===== src/rtl/crh_pkg.sv =====
// Shared constants and types of the CAN register message handler
`default_nettype none
package crh_pkg;
	localparam int CRH_ID_W    = 11;
	localparam int CRH_PTR_W   = 5;
	localparam int CRH_NREG    = 32;
	localparam logic [3:0] CRH_FRAME_DLC = 4'h2;

	// Register pointers
	localparam logic [4:0] CRH_PTR_LOW_IN   = 5'h00;
	localparam logic [4:0] CRH_PTR_RISE_SEL = 5'h01;
	localparam logic [4:0] CRH_PTR_FALL_SEL = 5'h02;
	localparam logic [4:0] CRH_PTR_LOW_OUT  = 5'h03;
	localparam logic [4:0] CRH_PTR_LOW_DIR  = 5'h04;
	localparam logic [4:0] CRH_PTR_HIGH_IN  = 5'h05;
	localparam logic [4:0] CRH_PTR_HIGH_OUT = 5'h06;
	localparam logic [4:0] CRH_PTR_HIGH_DIR = 5'h07;
	localparam logic [4:0] CRH_PTR_ADC_FIRST = 5'h08;
	localparam logic [4:0] CRH_PTR_ADC_LAST  = 5'h0e;
	localparam logic [4:0] CRH_PTR_STATUS    = 5'h0f;
	localparam logic [4:0] CRH_PTR_DAC_FIRST = 5'h10;
	localparam logic [4:0] CRH_PTR_DAC_LAST  = 5'h13;
	localparam logic [4:0] CRH_PTR_DAC_CTL   = 5'h1c;
	localparam logic [4:0] CRH_PTR_CMP_CTL   = 5'h1e;
	localparam logic [4:0] CRH_PTR_CONFIG    = 5'h1f;

	// Reset values of the register block
	localparam logic [7:0] CRH_RST_OUT   = 8'hff;
	localparam logic [7:0] CRH_RST_OTHER = 8'h00;

	// First data byte layout
	localparam int CRH_B0_ERR    = 7;
	localparam int CRH_B0_MODE_H = 6;
	localparam int CRH_B0_MODE_L = 5;
	localparam logic [1:0] CRH_MODE_BAD = 2'h3;

	typedef enum logic [2:0] {
		CRH_IDLE = 3'b001,
		CRH_ADC  = 3'b010,
		CRH_SEND = 3'b100
	} crh_state_t;

	typedef struct packed {
		logic                valid;
		logic [CRH_ID_W-1:0] id;
		logic                remote;
		logic [3:0]          dlc;
		logic [7:0]          data0;
		logic [7:0]          data1;
	} crh_frame_t;

	typedef struct packed {
		logic [7:0]      rise_sel;
		logic [7:0]      fall_sel;
		logic [7:0]      low_out;
		logic [7:0]      low_dir;
		logic [7:0]      high_out;
		logic [7:0]      high_dir;
		logic [3:0][7:0] dac;
		logic [7:0]      dac_ctl;
		logic [7:0]      cmp_ctl;
		logic [7:0]      config_r;
	} crh_cfg_t;
endpackage
`default_nettype wire


===== src/rtl/crh_handler.sv =====
// CAN register message handler: decodes requests, keeps registers, replies
//Behaviour
//- Every data frame carries exactly two data bytes, length code two.
//- First byte bits 4..0 select the register; second byte is data.
//- Outgoing first byte bits 6..5 give bus mode; value 3 never sent.
//- Outgoing bit 7 flags error passive since the last sent frame.
//- Upper three bits of outgoing first byte hold mode and error.
//- Unsolicited status on init done, enabled pin edge, wake-up.
//- Status frame uses pointer 0x0F with pin 7..0 levels.
//- Pointers 0x00, 0x05, 0x08..0x0F are read-only for all writers.
//- Other defined pointers writable by CAN and by the loader.
//- Read-only request samples pins or analog input, then replies.
//- Write stores byte, applies it, replies with new content.
//- Even identifier transmits, next odd identifier receives.
//- In loader mode a global receive identifier is also accepted.
//- Frame is addressed only when identifier bit 0 is set.
//- Addressed remote frame gets a status frame reply.
//- Requests arriving while one is in progress are ignored.
`default_nettype none
module crh_handler
	import crh_pkg::*;
(
	input  wire logic                      sys_clk_i,
	input  wire logic                      reset_n_i,
	input  wire crh_pkg::crh_frame_t       rx_frame_i,
	output crh_pkg::crh_frame_t            tx_frame_o,
	input  wire logic                      tx_ready_i,
	input  wire logic [crh_pkg::CRH_ID_W-1:0] node_id_i,
	input  wire logic                      loader_mode_i,
	input  wire logic [crh_pkg::CRH_ID_W-1:0] global_id_i,
	input  wire logic                      loader_wr_i,
	input  wire logic [4:0]                loader_ptr_i,
	input  wire logic [7:0]                loader_data_i,
	input  wire logic                      init_done_i,
	input  wire logic                      wake_i,
	input  wire logic [1:0]                bus_mode_field_i,
	input  wire logic                      error_passive_i,
	input  wire logic [7:0]                pin_low_i,
	input  wire logic [5:0]                pin_high_i,
	output logic                           adc_req_o,
	output logic [2:0]                     adc_channel_o,
	input  wire logic                      adc_done_i,
	input  wire logic [7:0]                adc_data_i,
	output crh_pkg::crh_cfg_t              cfg_o,
	output logic                           busy_o
);
	import crh_pkg::*;

	typedef struct packed {
		crh_state_t              state;
		logic [4:0]              ptr;
		logic                    status_pend;
		logic                    error_passive_flag;
		logic [CRH_NREG-1:0][7:0] regs;
		crh_frame_t              tx;
	} crh_state_all_t;

	crh_state_all_t s;
	crh_state_all_t next_s;

	logic [7:0] low_level;
	logic [7:0] low_rise;
	logic [7:0] low_fall;
	logic [5:0] high_level;
	logic       addressed;
	logic       edge_event;
	logic [4:0] rp_w;

	crh_pin_sync #(.W(8)) u_low_sync (
		.sys_clk_i (sys_clk_i),
		.reset_n_i (reset_n_i),
		.pin_i     (pin_low_i),
		.level_o   (low_level),
		.rise_o    (low_rise),
		.fall_o    (low_fall)
	);

	crh_pin_sync #(.W(6)) u_high_sync (
		.sys_clk_i (sys_clk_i),
		.reset_n_i (reset_n_i),
		.pin_i     (pin_high_i),
		.level_o   (high_level),
		.rise_o    (),
		.fall_o    ()
	);

	function automatic logic is_writable(input logic [4:0] p);
		is_writable = (p >= CRH_PTR_RISE_SEL && p <= CRH_PTR_LOW_DIR) ||
			p == CRH_PTR_HIGH_OUT || p == CRH_PTR_HIGH_DIR ||
			(p >= CRH_PTR_DAC_FIRST && p <= CRH_PTR_DAC_LAST) ||
			p == CRH_PTR_DAC_CTL || p == CRH_PTR_CMP_CTL ||
			p == CRH_PTR_CONFIG;
	endfunction

	function automatic logic is_adc(input logic [4:0] p);
		is_adc = p >= CRH_PTR_ADC_FIRST && p <= CRH_PTR_ADC_LAST;
	endfunction

	function automatic logic [CRH_NREG-1:0][7:0] reset_regs();
		logic [CRH_NREG-1:0][7:0] r;
		r = '0;
		for (int i = 0; i < CRH_NREG; i++) begin
			r[i] = CRH_RST_OTHER;
		end
		r[CRH_PTR_LOW_OUT]  = CRH_RST_OUT;
		r[CRH_PTR_HIGH_OUT] = CRH_RST_OUT;
		return r;
	endfunction

	// Own receive id is the odd partner of the even transmit id
	assign addressed = rx_frame_i.valid && rx_frame_i.id[0] &&
		((rx_frame_i.id[CRH_ID_W-1:1] == node_id_i[CRH_ID_W-1:1]) ||
		(loader_mode_i && rx_frame_i.id == global_id_i));
	assign rp_w = rx_frame_i.data0[4:0];

	assign edge_event = |((low_rise & s.regs[CRH_PTR_RISE_SEL]) |
		(low_fall & s.regs[CRH_PTR_FALL_SEL]));

	always_comb begin
		logic [7:0] b0_flags;
		logic [4:0] rp;
		logic       load_frame;
		logic [4:0] tx_ptr;
		logic [7:0] tx_data;
		b0_flags   = '0;
		rp         = rx_frame_i.data0[4:0];
		load_frame = 1'b0;
		tx_ptr     = '0;
		tx_data    = '0;
		next_s     = s;

		// Loader writes only reach writable pointers
		if (loader_wr_i && is_writable(loader_ptr_i)) begin
			next_s.regs[loader_ptr_i] = loader_data_i;
		end

		case (s.state)
		CRH_IDLE: begin
			// Non-idle states never look at rx, so extra requests drop
			if (addressed && rx_frame_i.remote) begin
				next_s.regs[CRH_PTR_LOW_IN] = low_level;
				tx_ptr     = CRH_PTR_STATUS;
				tx_data    = low_level;
				load_frame = 1'b1;
			end else if (addressed && rx_frame_i.dlc == CRH_FRAME_DLC) begin
				next_s.ptr = rp;
				if (rp == CRH_PTR_LOW_IN || rp == CRH_PTR_STATUS) begin
					next_s.regs[CRH_PTR_LOW_IN] = low_level;
					tx_ptr     = rp;
					tx_data    = low_level;
					load_frame = 1'b1;
				end else if (rp == CRH_PTR_HIGH_IN) begin
					next_s.regs[CRH_PTR_HIGH_IN] = {2'h0, high_level};
					tx_ptr     = rp;
					tx_data    = {2'h0, high_level};
					load_frame = 1'b1;
				end else if (is_adc(rp)) begin
					next_s.state = CRH_ADC;
				end else if (is_writable(rp)) begin
					next_s.regs[rp] = rx_frame_i.data1;
					tx_ptr     = rp;
					tx_data    = rx_frame_i.data1;
					load_frame = 1'b1;
				end
				// Undefined pointers fall through; only ptr is stored, no reply
			end else if (s.status_pend) begin
				next_s.status_pend = 1'b0;
				tx_ptr     = CRH_PTR_STATUS;
				tx_data    = low_level;
				load_frame = 1'b1;
			end
		end
		CRH_ADC: begin
			if (adc_done_i) begin
				next_s.regs[s.ptr] = adc_data_i;
				tx_ptr     = s.ptr;
				tx_data    = adc_data_i;
				load_frame = 1'b1;
			end
		end
		CRH_SEND: begin
			if (tx_ready_i) begin
				next_s.tx.valid        = 1'b0;
				next_s.error_passive_flag = 1'b0;
				next_s.state           = CRH_IDLE;
			end
		end
		default: begin
			next_s.state = CRH_IDLE;
		end
		endcase

		if (load_frame) begin
			b0_flags[CRH_B0_ERR] = s.error_passive_flag | error_passive_i;
			b0_flags[CRH_B0_MODE_H:CRH_B0_MODE_L] =
				(bus_mode_field_i == CRH_MODE_BAD) ? 2'h0 : bus_mode_field_i;
			next_s.tx.valid  = 1'b1;
			next_s.tx.id     = {node_id_i[CRH_ID_W-1:1], 1'b0};
			next_s.tx.remote = 1'b0;
			next_s.tx.dlc    = CRH_FRAME_DLC;
			next_s.tx.data0  = b0_flags | {3'h0, tx_ptr};
			next_s.tx.data1  = tx_data;
			next_s.state     = CRH_SEND;
		end

		// Setting wins over the clear done when a frame is sent
		if (error_passive_i) begin
			next_s.error_passive_flag = 1'b1;
		end
		if (init_done_i || wake_i || edge_event) begin
			next_s.status_pend = 1'b1;
		end
	end

	always_ff @(posedge sys_clk_i) begin
		if (!reset_n_i) begin
			s.state              <= CRH_IDLE;
			s.ptr                <= '0;
			s.status_pend        <= 1'b0;
			s.error_passive_flag <= 1'b0;
			s.regs               <= reset_regs();
			s.tx                 <= '0;
		end else begin
			s <= next_s;
		end
	end

	assign tx_frame_o    = s.tx;
	assign adc_req_o     = (s.state == CRH_ADC);
	assign adc_channel_o = 3'(s.ptr - CRH_PTR_ADC_FIRST);
	assign busy_o        = (s.state != CRH_IDLE);

	assign cfg_o.rise_sel = s.regs[CRH_PTR_RISE_SEL];
	assign cfg_o.fall_sel = s.regs[CRH_PTR_FALL_SEL];
	assign cfg_o.low_out  = s.regs[CRH_PTR_LOW_OUT];
	assign cfg_o.low_dir  = s.regs[CRH_PTR_LOW_DIR];
	assign cfg_o.high_out = s.regs[CRH_PTR_HIGH_OUT];
	assign cfg_o.high_dir = s.regs[CRH_PTR_HIGH_DIR];
	assign cfg_o.dac_ctl  = s.regs[CRH_PTR_DAC_CTL];
	assign cfg_o.cmp_ctl  = s.regs[CRH_PTR_CMP_CTL];
	assign cfg_o.config_r = s.regs[CRH_PTR_CONFIG];
	for (genvar d = 0; d < 4; d++) begin : g_dac
		assign cfg_o.dac[d] = s.regs[CRH_PTR_DAC_FIRST + 5'(d)];
	end

	property p_dlc_two;
		@(posedge sys_clk_i) disable iff (!reset_n_i)
		tx_frame_o.valid |-> tx_frame_o.dlc == CRH_FRAME_DLC;
	endproperty
	a_dlc_two: assert property (p_dlc_two)
		else $error("transmit frame length is not two");

	property p_mode_legal;
		@(posedge sys_clk_i) disable iff (!reset_n_i)
		tx_frame_o.valid |-> tx_frame_o.data0[6:5] != CRH_MODE_BAD;
	endproperty
	a_mode_legal: assert property (p_mode_legal)
		else $error("bus mode field sent as three");

	property p_err_flag;
		@(posedge sys_clk_i) disable iff (!reset_n_i)
		$rose(tx_frame_o.valid) |-> tx_frame_o.data0[7] ==
			$past(s.error_passive_flag | error_passive_i);
	endproperty
	a_err_flag: assert property (p_err_flag)
		else $error("error passive not flagged in frame");

	property p_even_tx_id;
		@(posedge sys_clk_i) disable iff (!reset_n_i)
		tx_frame_o.valid |-> !tx_frame_o.id[0] &&
			tx_frame_o.id[CRH_ID_W-1:1] == node_id_i[CRH_ID_W-1:1];
	endproperty
	a_even_tx_id: assert property (p_even_tx_id)
		else $error("transmit identifier not the even one");

	property p_write_reply;
		@(posedge sys_clk_i) disable iff (!reset_n_i)
		s.state == CRH_IDLE && addressed && !rx_frame_i.remote &&
			rx_frame_i.dlc == CRH_FRAME_DLC && is_writable(rp_w) |=>
			tx_frame_o.valid && tx_frame_o.data1 == $past(rx_frame_i.data1)
			&& tx_frame_o.data0[4:0] == $past(rp_w)
			&& s.regs[$past(rp_w)] == $past(rx_frame_i.data1);
	endproperty
	a_write_reply: assert property (p_write_reply)
		else $error("write not stored or not echoed");

	property p_remote_status;
		@(posedge sys_clk_i) disable iff (!reset_n_i)
		s.state == CRH_IDLE && addressed && rx_frame_i.remote |=>
			tx_frame_o.valid && tx_frame_o.data0[4:0] == CRH_PTR_STATUS &&
			tx_frame_o.data1 == $past(low_level);
	endproperty
	a_remote_status: assert property (p_remote_status)
		else $error("remote frame not answered with pin status");

	property p_busy_ignore;
		@(posedge sys_clk_i) disable iff (!reset_n_i)
		s.state == CRH_SEND && !tx_ready_i |=> $stable(tx_frame_o) ##0
			s.state == CRH_SEND;
	endproperty
	a_busy_ignore: assert property (p_busy_ignore)
		else $error("pending reply disturbed while busy");

	property p_readonly;
		@(posedge sys_clk_i) disable iff (!reset_n_i)
		loader_wr_i && !is_writable(loader_ptr_i) && !rx_frame_i.valid &&
			s.state != CRH_ADC |=> $stable(s.regs);
	endproperty
	a_readonly: assert property (p_readonly)
		else $error("read-only register altered by loader");

	property p_drop_undefined;
		@(posedge sys_clk_i) disable iff (!reset_n_i)
		s.state == CRH_IDLE && addressed && !rx_frame_i.remote &&
			!is_writable(rp_w) && !is_adc(rp_w) && rp_w != CRH_PTR_LOW_IN &&
			rp_w != CRH_PTR_HIGH_IN && rp_w != CRH_PTR_STATUS &&
			!s.status_pend |=> !tx_frame_o.valid;
	endproperty
	a_drop_undefined: assert property (p_drop_undefined)
		else $error("undefined pointer produced a reply");

	property p_not_addressed;
		@(posedge sys_clk_i) disable iff (!reset_n_i)
		s.state == CRH_IDLE && rx_frame_i.valid && !rx_frame_i.id[0] &&
			!s.status_pend |=> !tx_frame_o.valid;
	endproperty
	a_not_addressed: assert property (p_not_addressed)
		else $error("frame with direction bit clear was answered");

	property p_adc_reply;
		@(posedge sys_clk_i) disable iff (!reset_n_i)
		s.state == CRH_ADC && adc_done_i |=> tx_frame_o.valid &&
			tx_frame_o.data1 == $past(adc_data_i) &&
			tx_frame_o.data0[4:0] == $past(s.ptr) &&
			s.regs[$past(s.ptr)] == $past(adc_data_i);
	endproperty
	a_adc_reply: assert property (p_adc_reply)
		else $error("analog read not stored or not replied");

	property p_status_frame;
		@(posedge sys_clk_i) disable iff (!reset_n_i)
		s.state == CRH_IDLE && s.status_pend && !addressed |=>
			tx_frame_o.valid && tx_frame_o.data0[4:0] == CRH_PTR_STATUS &&
			tx_frame_o.data1 == $past(low_level);
	endproperty
	a_status_frame: assert property (p_status_frame)
		else $error("pending status frame not sent with pin levels");
endmodule
`default_nettype wire


===== src/rtl/crh_pin_sync.sv =====
// Two-stage pin synchroniser with per-bit edge detection
`default_nettype none
module crh_pin_sync #(
	parameter int W = 8
) (
	input  wire logic         sys_clk_i,
	input  wire logic         reset_n_i,
	input  wire logic [W-1:0] pin_i,
	output logic      [W-1:0] level_o,
	output logic      [W-1:0] rise_o,
	output logic      [W-1:0] fall_o
);
	typedef struct packed {
		logic [2:0]   fill;
		logic [W-1:0] meta;
		logic [W-1:0] sync;
		logic [W-1:0] prev;
	} crh_sync_state_t;

	crh_sync_state_t s;
	crh_sync_state_t next_s;

	always_comb begin
		next_s      = s;
		next_s.fill = {s.fill[1:0], 1'b1};
		next_s.meta = pin_i;
		next_s.sync = s.meta;
		next_s.prev = s.sync;
	end

	always_ff @(posedge sys_clk_i) begin
		if (!reset_n_i) begin
			s <= '0;
		end else begin
			s <= next_s;
		end
	end

	assign level_o = s.sync;

	// Edges held off until prev is filled, else a high pin looks like a rise
	for (genvar i = 0; i < W; i++) begin : g_edge
		assign rise_o[i] = s.fill[2] & s.sync[i] & ~s.prev[i];
		assign fall_o[i] = s.fill[2] & ~s.sync[i] & s.prev[i];
	end
endmodule
`default_nettype wire


===== config.mk =====
export PLATFORM = sky130hd
export DESIGN_NAME = crh_handler
export DESIGN_NICKNAME = d
export VERILOG_FILES = /design/src/rtl/crh_pkg.sv /design/src/rtl/crh_handler.sv /design/src/rtl/crh_pin_sync.sv
export SDC_FILE = /design/constraint.sdc
export NUM_CORES = 1
export LEC_CHECK = 0
export BUFFER_PORTS_ARGS = -buffer_cell sky130_fd_sc_hd__buf_2
export CAP_MARGIN = 0
export CORE_ASPECT_RATIO = 0.7
export CORE_MARGIN = 1.5
export CORE_UTILIZATION = 30
export CTS_CLUSTER_SIZE = 40
export DETAILED_ROUTE_END_ITERATION = 7
export MAX_ROUTING_LAYER = met4
export PLACE_DENSITY = 0.58
export SLEW_MARGIN = 20
export SYNTH_ARGS = -nofsm -noshare
export SYNTH_HDL_FRONTEND = slang
export SYNTH_SLANG_ARGS = --single-unit
export TNS_END_PERCENT = 5

===== constraint.sdc =====
create_clock -name sys_clk_i -period 3.5 [get_ports sys_clk_i]
set_input_delay 0.35 -clock sys_clk_i [delete_from_list [all_inputs] [get_ports sys_clk_i]]
set_output_delay 0.35 -clock sys_clk_i [all_outputs]
set_load 0.005 [all_outputs]

==> out/metrics.yaml <==
pwr:
  peakVddDrop_mv: 0.358
  p_per_area_mw_per_mm2: 384
  cellLeakagePower_nw: 5.46
  finalPower_w: 0.00488
grt:
  antenna_found_initial: 4
  grtUsageTotal_pct: 23.2
  first_global_vias: 10288
  grt_first_pass_wirelength_um: 66800
  grt_max_degree: 64
  gr-total-overflow: 0
synth:
  synth_cell_types: 79
  yosys_warnings: 0
  seq_area_frac_synth_pct: 31.3
  synth_area_leader_cell: "dfxtp_1"
  synth_edf_count: 0
  synth_top_area_share_pct: 31.3
  syn-cell-area_mm2: 0.0116
  yosys-top-cells-area: "dfxtp_1 31%, buf_4 9.2%, mux2i_1 8.0%"
  avgSynthCellArea_um2: 8.06
  ys_ff_latch: 181
  synthCells: 1435
  async_flop_share_pct: 0
  ys.flop_type: "dfxtp_1"
worst_hold_path:
  worst_hold_path.num_cells: 2
  hold_end: "u_low_sync.next_s[12]"
  hold_start: "pin_low_i[4]"
  hp-class: "in -> reg"
sta:
  rsz0062_at_grt: "false"
  fin_tns_setup_ns: 0
  finalHoldViolCount: 0
  fin_crit_ns: 2.84
  worst_pin_slew_ns: 0.858
  max_freq_mhz: 352
  slew_violations: 0
  relSlewSlack_pct: 42.7
  period_share_pct: 81.3
  setup_violations: 0
  holdWs_ns: 0.0931
  finalClockSkew_ns: 0.0157
detailed_routing:
  wl_um: 45900
  drt_iter0_markers: 1392
  routedWlPerCell_um: 23.3
  vias: 10929
  ant_nets: 0
  dr.pass1.iters: 7
  drc: 0
  avgViaCountPerCell: 5.55
placed_design:
  gp_congestion: 0.937
  dp_hpwl_um: 32100
  io_buffer_count: 233
cts:
  insertion_delay_ns: 0.46
  post_cts_resized: 0
  cts_hold_buffers: 0
  cts_setup_buffers: 0
  path_clk_slew_ns: 0.09
  cts_buffer_depth: 2
  numCtsBuffers: 17
  clock_sinks: 181
  root_buffer: "clkbuf_16"
  cts_tree: "built"
  htree_levels: 4
outcome:
  outcome: "complete, no violations"
setup_path:
  r2r_end: "cfg_o[75]"
  r2r_start: "s[296]"
  crit_path_max_fanout: 17
  critPathKind: "reg -> reg"
  crit_required_ns: 3.85
  cp_slowest_cell: "nor3_1"
  critical_path.cell_chain: "nor2b_1, nor2b_4, inv_2, nor3_1, nand2b_1, a2111oi_4, buf_4, nor3b_1, a31oi_1, nand2_1"
  end_kind: "flip-flop"
  crit_path_max_incr_delay_ns: 0.44
  cp.arrival_ns: 3.19
  start_kind: "flip-flop"
  r2r_slack_ns: 0.66
  reg2reg_depth: 10
finish:
  final_layout_size_suffix_gt1_share_pct: 25.0
  final_nets: 1566
  area_growth_pct: 9.89
job:
  cap_viol_max_count: 0
floorplan:
  core_area_mm2: 0.0376
  die_h_um: 167
  rows: 59
  start_util_pct: 30.8
  dieArea_mm2: 0.0398
  num_io_pins: 243
  dieWidth_um: 238
## power breakdown
part / internal, W / leakage [nW] / switching, W
clock: 0.000979 / 0.297 / 0.00105
combinational: 0.000212 / 3.69 / 0.000480
sequential: 0.00212 / 1.47 / 0.0000370
## sequential cells by signal, indices dropped and copies added (netlist names)
register	flops
u_low_sync.next_s	10
u_high_sync.level_o	6
s	10
u_low_sync.s	9
u_high_sync.next_s	6
u_low_sync.level_o	8
cfg_o	104
tx_frame_o	28
## critical path, delay by kind of cell (launching register included)
family	cells	cell delay (ns)
flops	1	0.37
simple gates	6	1.33
buf+inv	2	0.52
compound gates	2	0.50
## cell usage in the layout (no fill, tap or decap), types with 14 or more instances in the layout
cell type / synthesis / layout
a22oi_1: 34 / 34
nand3_1: 27 / 27
mux2i_1: 93 / 93
buf_2: 10 / 232
nand2b_1: 22 / 22
o21ai_0: 27 / 27
o22ai_1: 17 / 17
mux2_2: 40 / 40
nor2_1: 101 / 100
nor3b_1: 17 / 16
o211ai_1: 50 / 50
nand2_1: 152 / 152
dfxtp_1: 181 / 181
nor3_1: 17 / 17
buf_4: 141 / 29
a31oi_1: 14 / 14
nand4_1: 14 / 14
clkbuf_16: 0 / 17
a21oi_1: 137 / 137
and2_1: 39 / 39
o21a_1: 19 / 19
## layer usage
metal	share of wire, %	up-vias	GRT usage (%)
met5	0	-	-
met4	2.2	0	7.50
met3	10	79	6.68
met2	43	524	33.0
met1	45	5276	31.4
li1	-	5050	-
## worst max path at each step
stage                    from            end  slack [ns]
3_3_place_gp     node_id_i[2]  tx_frame_o[3]        0.57
5_1_grt                s[296]      cfg_o[75]        0.46
6_report               s[296]      cfg_o[75]        0.66
2_1_floorplan  rx_frame_i[29]      cfg_o[79]        1.23
4_1_cts                s[296]      cfg_o[76]        0.70
3_5_place_dp     node_id_i[2]  tx_frame_o[4]        0.55
## cell type report
| type | count | area [um^2] |
|---|---|---|
| fillers | 3952 | 24900 |
| diodes | 4 | 10.0 |
| well taps | 488 | 611 |
| inverters | 12 | 46.3 |
| multi-input cells | 992 | 6420 |
| repair buffers | 261 | 1380 |
| clock inverters | 15 | 199 |
| clock buffers | 17 | 425 |
| flip-flops and latches | 181 | 3620 |
## stage by stage
| step | cells | instance area, um^2 | setup slack (ns) | util (%) |
|---|---|---|---|---|
| finish | 1970 | 12700 | 0.656 | 33.8 |
| global route | 1970 | 12700 | 0.459 | 33.8 |
| CTS | 1966 | 12700 | 0.703 | 33.8 |
| detailed placement | 1934 | 12100 | 0.554 | 32.1 |
| global placement | 1934 | 12100 | 0.575 | 32.1 |
| floorplan | 1439 | 11600 | 1.23 | - |
## synthesized netlist by cell type, types with 6 or more instances
cell type / number
dfxtp_1: 181
nand2_1: 152
buf_4: 141
a21oi_1: 137
nor2_1: 101
clkbuf_1: 94
mux2i_1: 93
o211ai_1: 50
mux2_2: 40
and2_1: 39
a22oi_1: 34
nand3_1: 27
o21ai_0: 27
nand2b_1: 22
o21a_1: 19
nor3_1: 17
nor3b_1: 17
o22ai_1: 17
a31oi_1: 14
nand4_1: 14
o21ai_1: 12
xnor2_1: 11
a211oi_1: 10
buf_2: 10
inv_1: 10
xor2_1: 10
a221o_1: 9
a21o_1: 8
nor4_1: 8
nor2b_1: 7
and3_1: 6
o31ai_1: 6
## cell families (layout without fill, tap and decap cells)
logic type	after synthesis	count (layout)	synth area share, %
XOR/XNOR	21	21	1.59
multiplexers	133	133	11.9
buffers and inverters	266	305	13.6
AO/OA/AOI/OAI	380	380	21.7
flip-flops	181	181	31.3
AND/OR/NAND/NOR	453	453	19.8
other	1	9	0.0324
No activity file was read; power rests on OpenSTA's default activity.
